===== src/core/wwd_pkg.sv =====
// constants and types shared by the window watchdog files
package wwd_pkg;
    localparam int ADDR_W = 8;
    localparam int DATA_W = 32;

    // register byte offsets
    localparam logic [7:0] OFF_CTRL = 8'h00;
    localparam logic [7:0] OFF_RELOAD = 8'h04;
    localparam logic [7:0] OFF_WINDOW = 8'h08;
    localparam logic [7:0] OFF_SERVICE = 8'h0C;
    localparam logic [7:0] OFF_COUNT = 8'h10;
    localparam logic [7:0] OFF_STATUS = 8'h14;
    localparam logic [7:0] OFF_MASK = 8'h18;
    localparam logic [7:0] OFF_PHASE = 8'h1C;

    // control register fields
    localparam int CTRL_W = 3;
    localparam int CTRL_EN_BIT = 0;
    localparam int CTRL_RATE_BIT = 1;
    localparam int CTRL_WIN_BIT = 2;
    localparam logic [2:0] CTRL_RST = 3'h0;

    // status / mask fields
    localparam int ST_W = 3;
    localparam int ST_TIMEOUT = 0;
    localparam int ST_INVALID = 1;
    localparam int ST_RESET = 2;
    localparam logic [2:0] ST_RST = 3'h0;
    localparam logic [2:0] MASK_RST = 3'h0;

    localparam logic [7:0] RELOAD_RST = 8'h00;
    localparam logic [7:0] WINDOW_RST = 8'h00;
    localparam logic [7:0] BYTE_MAX = 8'hFF;
    localparam logic [7:0] BYTE_ZERO = 8'h00;

    // input rate divider
    localparam int PRE_W = 7;
    localparam int FAST_DIV = 2;
    localparam int SLOW_DIV = 128;
    localparam logic [6:0] FAST_TERM = 7'(FAST_DIV - 1);
    localparam logic [6:0] SLOW_TERM = 7'(SLOW_DIV - 1);

    // prewarning length in watchdog counts
    localparam int PW_W = 6;
    localparam logic [5:0] PREWARN_COUNTS = 6'h30;
    localparam logic [5:0] PREWARN_LAST = 6'(PREWARN_COUNTS - 6'h01);

    // phase register fields
    localparam int PHASE_PW_LSB = 8;

    typedef enum logic [2:0] {
        PH_COUNT = 3'b001,
        PH_PREWARN = 3'b010,
        PH_RESET = 3'b100
    } wwd_phase_e;
endpackage : wwd_pkg


===== src/core/wwd_top.sv =====
// window watchdog timer with apb register slave
// Functional notes
// - sixteen-bit up-counter advances once per tick of the selected rate.
// - counter is two cascaded byte counters, low byte carrying into high.
// - service clears the low byte and loads the high byte from reload.
// - after service counting resumes from reload byte times 256.
// - overflow without service sets timeout flag and enters prewarning.
// - prewarning lasts 0x30 counts, then system reset request asserts.
// - service inside enabled window starts prewarning without timeout flag.
// - window spans zero up to window byte with a zero low byte.
// - debug mode freezes the counter, so no service is needed.
// - rate select picks clock divided by 2 (0) or 128 (1).
// - period is 2^(1+6*sel) times (65536 - reload*256) clocks.
// - enabled window with larger bound shortens usable period accordingly.
//
// The implementer's own choices: the register addresses and the APB interface to the registers.
`timescale 1ns/1ps
module wwd_top (
    input wire logic pclk, // apb clock
    input wire logic presetn, // async reset, low
    input wire logic psel, // apb select
    input wire logic penable, // apb access phase
    input wire logic pwrite, // apb direction, 1 write
    input wire logic [wwd_pkg::ADDR_W-1:0] paddr, // apb byte address
    input wire logic [wwd_pkg::DATA_W-1:0] pwdata, // apb write data
    output logic [wwd_pkg::DATA_W-1:0] prdata, // apb read data
    output logic pready, // apb ready
    output logic pslverr, // apb error, unmapped address
    input wire logic debug_mode, // debugger halt, asynchronous
    output logic irq, // unmasked status pending
    output logic timeout_nmi_flag, // overflow nmi flag
    output logic system_reset_request // system reset request
);
    // register state
    logic [wwd_pkg::CTRL_W-1:0] ctrl;
    logic [wwd_pkg::CTRL_W-1:0] next_ctrl;
    logic [7:0] reload_high_byte;
    logic [7:0] next_reload_high_byte;
    logic [7:0] window_bound_byte;
    logic [7:0] next_window_bound_byte;
    logic [wwd_pkg::ST_W-1:0] status;
    logic [wwd_pkg::ST_W-1:0] next_status;
    logic [wwd_pkg::ST_W-1:0] mask;
    logic [wwd_pkg::ST_W-1:0] next_mask;
    logic next_irq;

    // bus state
    logic [wwd_pkg::DATA_W-1:0] next_prdata;
    logic next_pready;
    logic next_pslverr;

    // watchdog state
    wwd_pkg::wwd_phase_e phase;
    wwd_pkg::wwd_phase_e next_phase;
    logic [wwd_pkg::PW_W-1:0] pw_cnt;
    logic [wwd_pkg::PW_W-1:0] next_pw_cnt;
    logic next_system_reset_request;

    // debug pin synchroniser
    logic dbg_meta;
    logic dbg_sync;

    // internal nets
    logic setup;
    logic acc_wr;
    logic svc_req;
    logic in_window;
    logic svc_bad;
    logic svc_ok;
    logic enabled;
    logic tick;
    logic cnt_inc;
    logic cnt_ovf;
    logic ev_timeout;
    logic ev_invalid;
    logic ev_reset;
    logic pre_run;
    logic pre_clear;
    logic [15:0] count;
    logic [15:0] window_top;
    logic [wwd_pkg::DATA_W-1:0] rd_word;

    function automatic logic addr_mapped(input logic [7:0] a);
        addr_mapped = (a == wwd_pkg::OFF_CTRL) ||
            (a == wwd_pkg::OFF_RELOAD) || (a == wwd_pkg::OFF_WINDOW) ||
            (a == wwd_pkg::OFF_SERVICE) || (a == wwd_pkg::OFF_COUNT) ||
            (a == wwd_pkg::OFF_STATUS) || (a == wwd_pkg::OFF_MASK) ||
            (a == wwd_pkg::OFF_PHASE);
    endfunction : addr_mapped

    function automatic logic wr_hit(input logic [7:0] a,
                                    input logic [7:0] off);
        wr_hit = (a == off);
    endfunction : wr_hit

    function automatic logic phase_counts(input wwd_pkg::wwd_phase_e p);
        phase_counts = (p == wwd_pkg::PH_COUNT);
    endfunction : phase_counts

    function automatic logic phase_warns(input wwd_pkg::wwd_phase_e p);
        phase_warns = (p == wwd_pkg::PH_PREWARN);
    endfunction : phase_warns

    // two flops before anything reads the debug pin
    always_ff @(posedge pclk or negedge presetn) begin
        if (!presetn) begin
            dbg_meta <= 1'b0;
            dbg_sync <= 1'b0;
        end else begin
            dbg_meta <= debug_mode;
            dbg_sync <= dbg_meta;
        end
    end

    wwd_prescaler u_prescaler (
        .pclk(pclk),
        .presetn(presetn),
        .run(pre_run),
        .clear(pre_clear),
        .slow(ctrl[wwd_pkg::CTRL_RATE_BIT]),
        .tick(tick)
    );

    wwd_counter u_counter (
        .pclk(pclk),
        .presetn(presetn),
        .inc(cnt_inc),
        .load(svc_ok),
        .load_hi(reload_high_byte),
        .count(count),
        .ovf(cnt_ovf)
    );

    // apb strobes and read mux
    // read data is taken at setup, so it stands through the access
    always_comb begin
        setup = psel && !penable;
        acc_wr = psel && penable && pready && pwrite && !pslverr;
        rd_word = '0;
        if (paddr == wwd_pkg::OFF_CTRL) begin
            rd_word[wwd_pkg::CTRL_W-1:0] = ctrl;
        end else if (paddr == wwd_pkg::OFF_RELOAD) begin
            rd_word[7:0] = reload_high_byte;
        end else if (paddr == wwd_pkg::OFF_WINDOW) begin
            rd_word[7:0] = window_bound_byte;
        end else if (paddr == wwd_pkg::OFF_COUNT) begin
            rd_word[15:0] = count;
        end else if (paddr == wwd_pkg::OFF_STATUS) begin
            rd_word[wwd_pkg::ST_W-1:0] = status;
        end else if (paddr == wwd_pkg::OFF_MASK) begin
            rd_word[wwd_pkg::ST_W-1:0] = mask;
        end else if (paddr == wwd_pkg::OFF_PHASE) begin
            rd_word[2:0] = phase;
            rd_word[wwd_pkg::PHASE_PW_LSB +: wwd_pkg::PW_W] = pw_cnt;
        end

        // zero wait states: ready the cycle after setup
        next_pready = setup;
        next_pslverr = setup && !addr_mapped(paddr);
        next_prdata = prdata;
        if (setup && !pwrite) begin
            next_prdata = rd_word;
        end
    end

    always_ff @(posedge pclk or negedge presetn) begin
        if (!presetn) begin
            pready <= 1'b0;
            pslverr <= 1'b0;
            prdata <= '0;
        end else begin
            pready <= next_pready;
            pslverr <= next_pslverr;
            prdata <= next_prdata;
        end
    end

    // watchdog decisions
    always_comb begin
        enabled = ctrl[wwd_pkg::CTRL_EN_BIT];
        svc_req = acc_wr && wr_hit(paddr, wwd_pkg::OFF_SERVICE);

        // window bound is inclusive of its top value
        window_top = {window_bound_byte, wwd_pkg::BYTE_ZERO};
        in_window = ctrl[wwd_pkg::CTRL_WIN_BIT] &&
            (count <= window_top);

        // services in prewarning or reset are ignored
        svc_bad = svc_req && phase_counts(phase) && in_window;
        svc_ok = svc_req && phase_counts(phase) && !in_window;

        // counter frozen outside the counting phase
        cnt_inc = tick && enabled && phase_counts(phase);

        // a service in the overflow cycle still counts as in time
        ev_timeout = cnt_ovf && !svc_req;
        ev_invalid = svc_bad;
        ev_reset = tick && phase_warns(phase) &&
            (pw_cnt == wwd_pkg::PREWARN_LAST);

        // prewarning keeps running even with the enable bit cleared
        pre_run = !dbg_sync && (enabled ||
            phase_warns(phase));
        // restart the divider so the next count is a full period
        pre_clear = svc_ok || ev_timeout || ev_invalid;
    end

    // phase machine
    always_comb begin
        next_phase = phase;
        next_pw_cnt = pw_cnt;
        next_system_reset_request = system_reset_request;
        case (phase)
            wwd_pkg::PH_COUNT: begin
                if (ev_timeout || ev_invalid) begin
                    next_phase = wwd_pkg::PH_PREWARN;
                    next_pw_cnt = '0;
                end
            end
            wwd_pkg::PH_PREWARN: begin
                if (ev_reset) begin
                    next_phase = wwd_pkg::PH_RESET;
                    next_system_reset_request = 1'b1;
                end else if (tick) begin
                    next_pw_cnt = pw_cnt + 6'h01;
                end
            end
            wwd_pkg::PH_RESET: begin
                // held until the system reset clears the block
                next_system_reset_request = 1'b1;
            end
            default: begin
                next_phase = wwd_pkg::PH_COUNT;
            end
        endcase
    end

    always_ff @(posedge pclk or negedge presetn) begin
        if (!presetn) begin
            phase <= wwd_pkg::PH_COUNT;
            pw_cnt <= '0;
            system_reset_request <= 1'b0;
        end else begin
            phase <= next_phase;
            pw_cnt <= next_pw_cnt;
            system_reset_request <= next_system_reset_request;
        end
    end

    // software registers and sticky status
    always_comb begin
        next_ctrl = ctrl;
        next_reload_high_byte = reload_high_byte;
        next_window_bound_byte = window_bound_byte;
        next_mask = mask;
        next_status = status;
        if (acc_wr) begin
            if (wr_hit(paddr, wwd_pkg::OFF_CTRL)) begin
                next_ctrl = pwdata[wwd_pkg::CTRL_W-1:0];
            end else if (wr_hit(paddr, wwd_pkg::OFF_RELOAD)) begin
                next_reload_high_byte = pwdata[7:0];
            end else if (wr_hit(paddr, wwd_pkg::OFF_WINDOW)) begin
                next_window_bound_byte = pwdata[7:0];
            end else if (wr_hit(paddr, wwd_pkg::OFF_MASK)) begin
                next_mask = pwdata[wwd_pkg::ST_W-1:0];
            end else if (wr_hit(paddr, wwd_pkg::OFF_STATUS)) begin
                next_status = status & ~pwdata[wwd_pkg::ST_W-1:0];
            end
            // count and phase are read only; writes there are dropped
        end

        // set wins over a clear in the same cycle
        if (ev_timeout) begin
            next_status[wwd_pkg::ST_TIMEOUT] = 1'b1;
        end
        if (ev_invalid) begin
            next_status[wwd_pkg::ST_INVALID] = 1'b1;
        end
        if (ev_reset) begin
            next_status[wwd_pkg::ST_RESET] = 1'b1;
        end
        next_irq = |(next_status & next_mask);
    end

    always_ff @(posedge pclk or negedge presetn) begin
        if (!presetn) begin
            ctrl <= wwd_pkg::CTRL_RST;
            reload_high_byte <= wwd_pkg::RELOAD_RST;
            window_bound_byte <= wwd_pkg::WINDOW_RST;
            mask <= wwd_pkg::MASK_RST;
            status <= wwd_pkg::ST_RST;
            irq <= 1'b0;
        end else begin
            ctrl <= next_ctrl;
            reload_high_byte <= next_reload_high_byte;
            window_bound_byte <= next_window_bound_byte;
            mask <= next_mask;
            status <= next_status;
            irq <= next_irq;
        end
    end

    // nmi flag is the sticky timeout status bit itself
    assign timeout_nmi_flag = status[wwd_pkg::ST_TIMEOUT];
endmodule : wwd_top


===== src/core/wwd_prescaler.sv =====
// input rate divider: one tick every 2 or 128 clocks
`timescale 1ns/1ps
module wwd_prescaler (
    input wire logic pclk, // clock
    input wire logic presetn, // async reset, low
    input wire logic run, // divider advances
    input wire logic clear, // restart the division
    input wire logic slow, // 1: divide by 128, 0: by 2
    output logic tick // one-cycle count pulse
);
    logic [wwd_pkg::PRE_W-1:0] cnt;
    logic [wwd_pkg::PRE_W-1:0] next_cnt;
    logic [wwd_pkg::PRE_W-1:0] term;
    logic at_term;

    always_comb begin
        term = slow ? wwd_pkg::SLOW_TERM : wwd_pkg::FAST_TERM;
        // rate switch with cnt past the new end still wraps at once
        at_term = (cnt >= term);
        // tick ignores clear: the clear is fed back from tick upstream
        tick = run && at_term;
        next_cnt = cnt;
        if (clear) begin
            next_cnt = '0;
        end else if (run) begin
            next_cnt = at_term ? '0 : cnt + 1'b1;
        end
    end

    always_ff @(posedge pclk or negedge presetn) begin
        if (!presetn) begin
            cnt <= '0;
        end else begin
            cnt <= next_cnt;
        end
    end
endmodule : wwd_prescaler


===== src/core/wwd_counter.sv =====
// watchdog count: two cascaded byte counters with reload
`timescale 1ns/1ps
module wwd_counter (
    input wire logic pclk, // clock
    input wire logic presetn, // async reset, low
    input wire logic inc, // advance by one
    input wire logic load, // service reload
    input wire logic [7:0] load_hi, // reload high byte
    output logic [15:0] count, // current value
    output logic ovf // wrap from all ones, with inc
);
    logic [7:0] lo;
    logic [7:0] hi;
    logic [7:0] next_lo;
    logic [7:0] next_hi;
    logic lo_carry;

    always_comb begin
        lo_carry = inc && (lo == wwd_pkg::BYTE_MAX);
        ovf = lo_carry && (hi == wwd_pkg::BYTE_MAX);
        next_lo = lo;
        next_hi = hi;
        if (load) begin
            next_lo = wwd_pkg::BYTE_ZERO;
            next_hi = load_hi;
        end else begin
            if (inc) begin
                next_lo = lo + 8'h01;
            end
            if (lo_carry) begin
                next_hi = hi + 8'h01;
            end
        end
    end

    assign count = {hi, lo};

    always_ff @(posedge pclk or negedge presetn) begin
        if (!presetn) begin
            lo <= wwd_pkg::BYTE_ZERO;
            hi <= wwd_pkg::BYTE_ZERO;
        end else begin
            lo <= next_lo;
            hi <= next_hi;
        end
    end
endmodule : wwd_counter


===== config.mk =====
export PLATFORM = sky130hd
export DESIGN_NAME = wwd_top
export DESIGN_NICKNAME = d
export VERILOG_FILES = /design/src/core/wwd_pkg.sv /design/src/core/wwd_top.sv /design/src/core/wwd_prescaler.sv /design/src/core/wwd_counter.sv
export SDC_FILE = /design/constraint.sdc
export NUM_CORES = 1
export LEC_CHECK = 0
export ABC_AREA = 1
export BUFFER_PORTS_ARGS = -buffer_cell sky130_fd_sc_hd__buf_2
export CAP_MARGIN = 15
export CORE_ASPECT_RATIO = 0.9
export CORE_MARGIN = 2
export CORE_UTILIZATION = 40
export CTS_CLUSTER_SIZE = 14
export DETAILED_ROUTE_END_ITERATION = 12
export PLACE_DENSITY = 0.67
export SYNTH_ARGS = -nofsm -noshare
export SYNTH_HDL_FRONTEND = slang
export SYNTH_SLANG_ARGS = --single-unit
export TNS_END_PERCENT = 20

===== constraint.sdc =====
create_clock -name pclk -period 1.95 [get_ports pclk]
set_input_delay 0.4875 -clock pclk [delete_from_list [all_inputs] [get_ports pclk]]
set_output_delay 0.4875 -clock pclk [all_outputs]
set_load 0.005 [all_outputs]

## Word-level counts from Yosys, hierarchy flattened

Index checks and enable logic that the tools add are counted.

| operators by class | value |
|---|---|
| shifts and indexed selects | 0 |
| divide/modulo/power cells | 0 |
| $mul | 0 |
| eq/ne operators | 17 |
| bitwise logic cells | 6 |
| order comparisons | 2 |
| multiplexer cells | 47 |
| reductions and logical operators | 52 |
| add/sub/neg operators | 4 |

Operators with widths:

| operator | number |
|---|---|
| 8-bit two-way mux | 8 |
| 3-bit two-way mux | 18 |
| 6-bit two-way mux | 7 |
| 8-bit by 5-bit equality test with 1-bit output (second input constant) | 4 |
| 7-bit two-way mux | 4 |
| 1-bit logical AND | 21 |
| 8-bit by 1-bit adder with 8-bit output (second input constant) | 2 |
| 8-bit by 4-bit equality test with 1-bit output (second input constant) | 2 |
| 8-bit equality test (second input constant) | 2 |
| 16-bit less-or-equal comparator | 1 |
| 13-bit two-way mux | 1 |
| 6-bit case mux with 2 select lines | 1 |
| 1-bit logical OR | 11 |
| 2-bit nonzero test | 5 |
| 3-bit case mux with 3 select lines | 1 |
| 8-bit by 3-bit equality test with 1-bit output (second input constant) | 1 |
| 8-bit logical NOT | 1 |
| 4-bit AND reduction | 2 |
| 7-bit by 1-bit adder with 7-bit output (second input constant) | 1 |
| 7-bit >= comparator | 1 |
| 1-bit logical NOT | 7 |
| 6-bit by 1-bit adder with 6-bit output (second input constant) | 1 |
| 3-bit AND | 2 |
| 6-bit equality test (second input constant) | 1 |
| 14 further kinds | 23 |

| word-level totals | value |
|---|---|
| memories kept | 0 |
| register bits | 79 |
| output and inout bits | 37 |
| bits in read-only memories | 0 |
| RAM bits | 0 |
| bits of input ports | 46 |
| bits in latches | 0 |
| word-level logic and storage cells | 145 |

## Depth between registers and ports, before layout

| depth | value |
|---|---|
| depth in word-level cells | 12 |
| depth in mapped cells | 16 |
| gate-level depth less buffers | 16 |

## Cells and area by module

From an unflattened synthesis, not the netlist that was laid out.

| unflattened totals | value |
|---|---|
| cell total of the unflattened synthesis | 616 |
| area, all modules | 4700.8 sq um |

By module, submodules not included:

| module | sequential area each (sq um) | instances | cells each | area an instance (sq um) |
|---|---|---|---|---|
| wwd_top | 1402.6 | 1 | 402 | 3148.0 |
| wwd_counter | 400.4 | 1 | 142 | 993.5 |
| wwd_prescaler | 175.2 | 1 | 72 | 559.3 |

## Least setup slack after synthesis

Ideal clock, no wire load.

| path | value |
|---|---|
| kind | register to register |
| from | register ctrl[1] (netlist name) |
| to | register pw_cnt[0] (netlist name) |
| clock period less this slack | 1.902 ns |
| arrival time | 1.786 ns |
| library setup time | 0.117 ns |
| required time | 1.833 ns |
| stages on the path, launching flop included | 13 |
| slack | 0.048 ns |
| path through | dfrtp_1 inv_1 ha_1 nand2_1 inv_1 a21oi_1 nand2_2 nand3_1 nand2_1 a21oi_4 nand2_4 nand2_1 nand2_1 |

| on the way | value |
|---|---|
| longest elaborated chain between the ends | 11 |

Ends and longest elaborated chain:

| what | line | RTL |
|---|---|---|
| start, declared | wwd_top.sv:35 | `logic [wwd_pkg::CTRL_W-1:0] ctrl;` |
| start signal, assigned | wwd_top.sv:287 | `ctrl <= wwd_pkg::CTRL_RST;` |
| start signal, assigned | wwd_top.sv:294 | `ctrl <= next_ctrl;` |
| 7-bit two-way mux * | wwd_prescaler.sv:17 | `term = slow ? wwd_pkg::SLOW_TERM : wwd_pkg::FAST_TERM;` |
| 7-bit >= comparator * | wwd_prescaler.sv:19 | `at_term = (cnt >= term);` |
| 1-bit logical AND * | wwd_prescaler.sv:21 | `tick = run && at_term;` |
| 1-bit logical AND (2 in a row) | wwd_top.sv:193 | `cnt_inc = tick && enabled && phase_counts(phase);` |
| 1-bit logical AND | wwd_counter.sv:19 | `lo_carry = inc && (lo == wwd_pkg::BYTE_MAX);` |
| 1-bit logical AND | wwd_counter.sv:20 | `ovf = lo_carry && (hi == wwd_pkg::BYTE_MAX);` |
| 1-bit logical AND | wwd_top.sv:196 | `ev_timeout = cnt_ovf && !svc_req;` |
| 1-bit logical OR | wwd_top.sv:215 | `if (ev_timeout \|\| ev_invalid) begin` |
| 2-bit by 1-bit inequality test with 1-bit output (no source line) | -- |  |
| 4-bit AND reduction (no source line) * | -- |  |
| end signal, assigned | wwd_top.sv:245 | `pw_cnt <= next_pw_cnt;` |
| end, declared | wwd_top.sv:55 | `logic [wwd_pkg::PW_W-1:0] pw_cnt;` |

Mark *: on every way between the ends. The rest lies on a longest branch, timed or not.
A chain may end at the register's enable or synchronous reset.

## Worst setup path in the final report

| path | value |
|---|---|
| from | register ctrl[1] (netlist name) |
| to | register pw_cnt[2] (netlist name) |

The elaborated chain is that of the path after synthesis.

==> run metrics <==
status finished, violations left; failing checks setup timing; Post-Route WL between 10000 and 15000 um; I/O pin count between 80 and 90; Critical Path Fanout Max 7; Clock transition at path regs about 0.060 ns; Synth area leaders dfrtp_1 41%, nand2_1 14%, inv_1 5.4%, ha_1 5.0%, nand3_1 4.0%; final setup skew about 0.0066 ns; clk sink count between 70 and 80; Slew @ Worst Pin around 0.49 ns; total CTS buffers 9; Routability Congestion 0.886; setup ws final -0.00588 ns; end-of-flow core utilization just over 50%; endpoints failing setup 2; drt pass-1 iters 5; crit path cell chain inv_2 > ha_1 > nand2_1 > nor2_1 > nand2_1 > nand2_2 > buf_4 > nand2_2 > a21oi_4 > buf_4 > nand3_1 > nand2_1; Antenna Nets Post-Route 0; port buffer count 42; most common cell in the synthesized netlist nand2_1; Netlist Area Pre-Place 4730 um2; die width 119 um; DP Cell Count around 850; Via density 5.02; Non-Filler Instances between 800 and 900; final period utilization 100%; Yosys top cell area share approximately two fifths; final worst path period need 1.96 ns; Setup WS pre-CTS -0.180 ns; CTS tree built; Clock Latency Late Sink 0.33 ns; WP buf/inv 3; crit path DAT ~2.2 ns; slowest stage delay, CP between 0.3 and 0.4 ns; largest net degree at the start of global routing 40; ANT cells 0; fraction of layout cells with a size suffix above 1 between 20% and 30%; Achievable Freq about 510 MHz; Fillers 1120; Slew HR between 60% and 70%; Pwr Total 3.53 mW; final-stage net count roughly 800; Max Cap Viol 0; most common flop cell mapped by yosys dfrtp_1; HP Class input port to async pin; Setup crit start kind flop; final hold viol count 0; Post-Syn Area per Cell 7.77 um2; Synth Register Bits 79; area of the die between 10000 and 15000 um2; CP dominant cell by count nand2_1; antenna violations before repair 0; CTS max path bufs 2; Initial Utilization roughly two fifths; Yosys cell types 47; gr usage total between 10% and 20%; Post-synth top cells 178 x nand2_1, 78 x dfrtp_1, 68 x inv_1, 38 x nand3_1; CP Data Required Time ~2.2 ns; P per Cell Area around 600 nW/um2; hold-fix buffer count after cts 0; Synth Instances approximately 610; total gr overflow 0; post-synth top area cell dfrtp_1; CTS H-tree depth 3; Post-synth EDFFs 0; CP Class flop to flop; register area share after synthesis 41.8%; synth-to-layout area growth 24.0%; DR WL/cell ~14 um; drt drc 0; Pins Over Slew Limit 0; Async S/R FF share, synth 100%; critical path's slowest cell dfrtp_1; RSZ-0062 raised after global routing true; root buf cell clkbuf_16; row count 37; peak supply drop roughly 330 uV; Starting DRT DRC Count approximately 260; vias around 4400; DP HPWL roughly 9200 um; Chip Height between 100 and 150 um; core area 11500 um2; vias in the first global route ~4300; synth warn 0; first-pass GRT wire length roughly 20000 um; Lkg Pwr around 3 nW; Crit path max-delay family simple AND/OR/NAND/NOR gates; critical path capture point type flop
## repair_timing
item                       in CTS  in global routing
pin swaps                       3                  6
buffers inserted                2                  9
gates resized for setup         7                 18
setup endpoints to repair      28                 30
## sequential cells by signal, indices dropped and copies added (netlist names), 3 cells and up
| signal | count |
|---|---|
| prdata | 16 |
| reload_high_byte | 8 |
| u_counter.hi | 8 |
| u_counter.lo | 8 |
| window_bound_byte | 8 |
| u_prescaler.cnt | 7 |
| pw_cnt | 6 |
| ctrl | 3 |
| mask | 3 |
| phase | 3 |
| status | 3 |
## routing by layer
metal  GRT usage (%)  up-vias  part of all wire (%)
met3            3.62       19                   4.8
met1            26.5     2080                    47
met5               0        -                     0
li1                -     2163                     -
met4            7.14        0                   1.9
met2            32.6      120                    46
## worst reg2reg max path, cell delays in order (launching register included)
cell	delay [ns]
dfrtp_1	0.35
inv_2	0.08
ha_1	0.30
nand2_1	0.07
nor2_1	0.10
nand2_1	0.07
nand2_2	0.10
buf_4	0.17
nand2_2	0.10
a21oi_4	0.24
buf_4	0.16
nand3_1	0.07
nand2_1	0.07
## logic make-up (layout without fill, tap and decap cells)
kind of cell    Yosys count  after routing  synth area share, %
buf+inv                 102            195                 9.73
fa+ha+maj                19             19                 5.02
flops                    79             79                 41.8
simple gates            309            309                 30.7
other cells               1             16               0.0792
xor+xnor                  7              7                 1.29
compound gates           92             92                 11.4
## worst paths after layout
path,depth (start not counted),slack [ns],to,startpoint
max in group asynchronous,2,1.29,prdata[3],presetn
setup reg to reg,12,-0.006,pw_cnt[2],ctrl[1]
setup / recovery,12,-0.006,pw_cnt[2],ctrl[1]
hold reg to reg,0,0.35,dbg_sync,dbg_meta
min in group pclk,1,0.26,dbg_meta,debug_mode
hold / removal,1,0.06,u_prescaler.cnt[4],presetn
## area by class of cell
class / count / area [um2] / area share, %
Multi-Input combinational cell: 443 / 2420 / 41.2
Sequential cell: 79 / 1980 / 33.7
Timing Repair Buffer: 101 / 683 / 11.6
Inverter: 79 / 304 / 5.18
Clock buffer: 10 / 229 / 3.90
Tap cell: 156 / 195 / 3.33
Clock inverter: 5 / 58.8 / 1.00
## metrics by stage
step / hold WS [ns] / instance area [um2] / TNS [ns]
floorplan: 0.192 / 4790 / 0
global placement: 0.335 / 5410 / -0.801
detailed placement: 0.335 / 5410 / -1.47
CTS: 0.0619 / 5740 / -0.0313
global route: 0.0647 / 5870 / -2.72
finish: 0.0577 / 5870 / -0.00951
## where the power goes
group	internal, mW	total, mW	switching (mW)
Clock	0.987	1.65	0.663
Sequential	1.66	1.67	0.0114
Combinational	0.0767	0.214	0.137
## placed cells by master, fill, tap and decap left out, types with 3 or more instances in the layout
cell and count:
o22ai_1 5, nand3_2 3, xor2_1 7, o21ai_1 12
nand3_1 37, nand3_4 6, buf_4 55, nor3_1 9
a21oi_1 22, o21ai_0 35, nor2_4 6, nand2_1 173
dfrtp_1 78, clkbuf_16 9, inv_2 10, buf_2 41
inv_1 67, ha_1 19, nand4_1 8, nor2_2 7
buf_6 4, conb_1 16, nor2_1 36, nand2_2 8
Power figures use the tool's default switching activity.
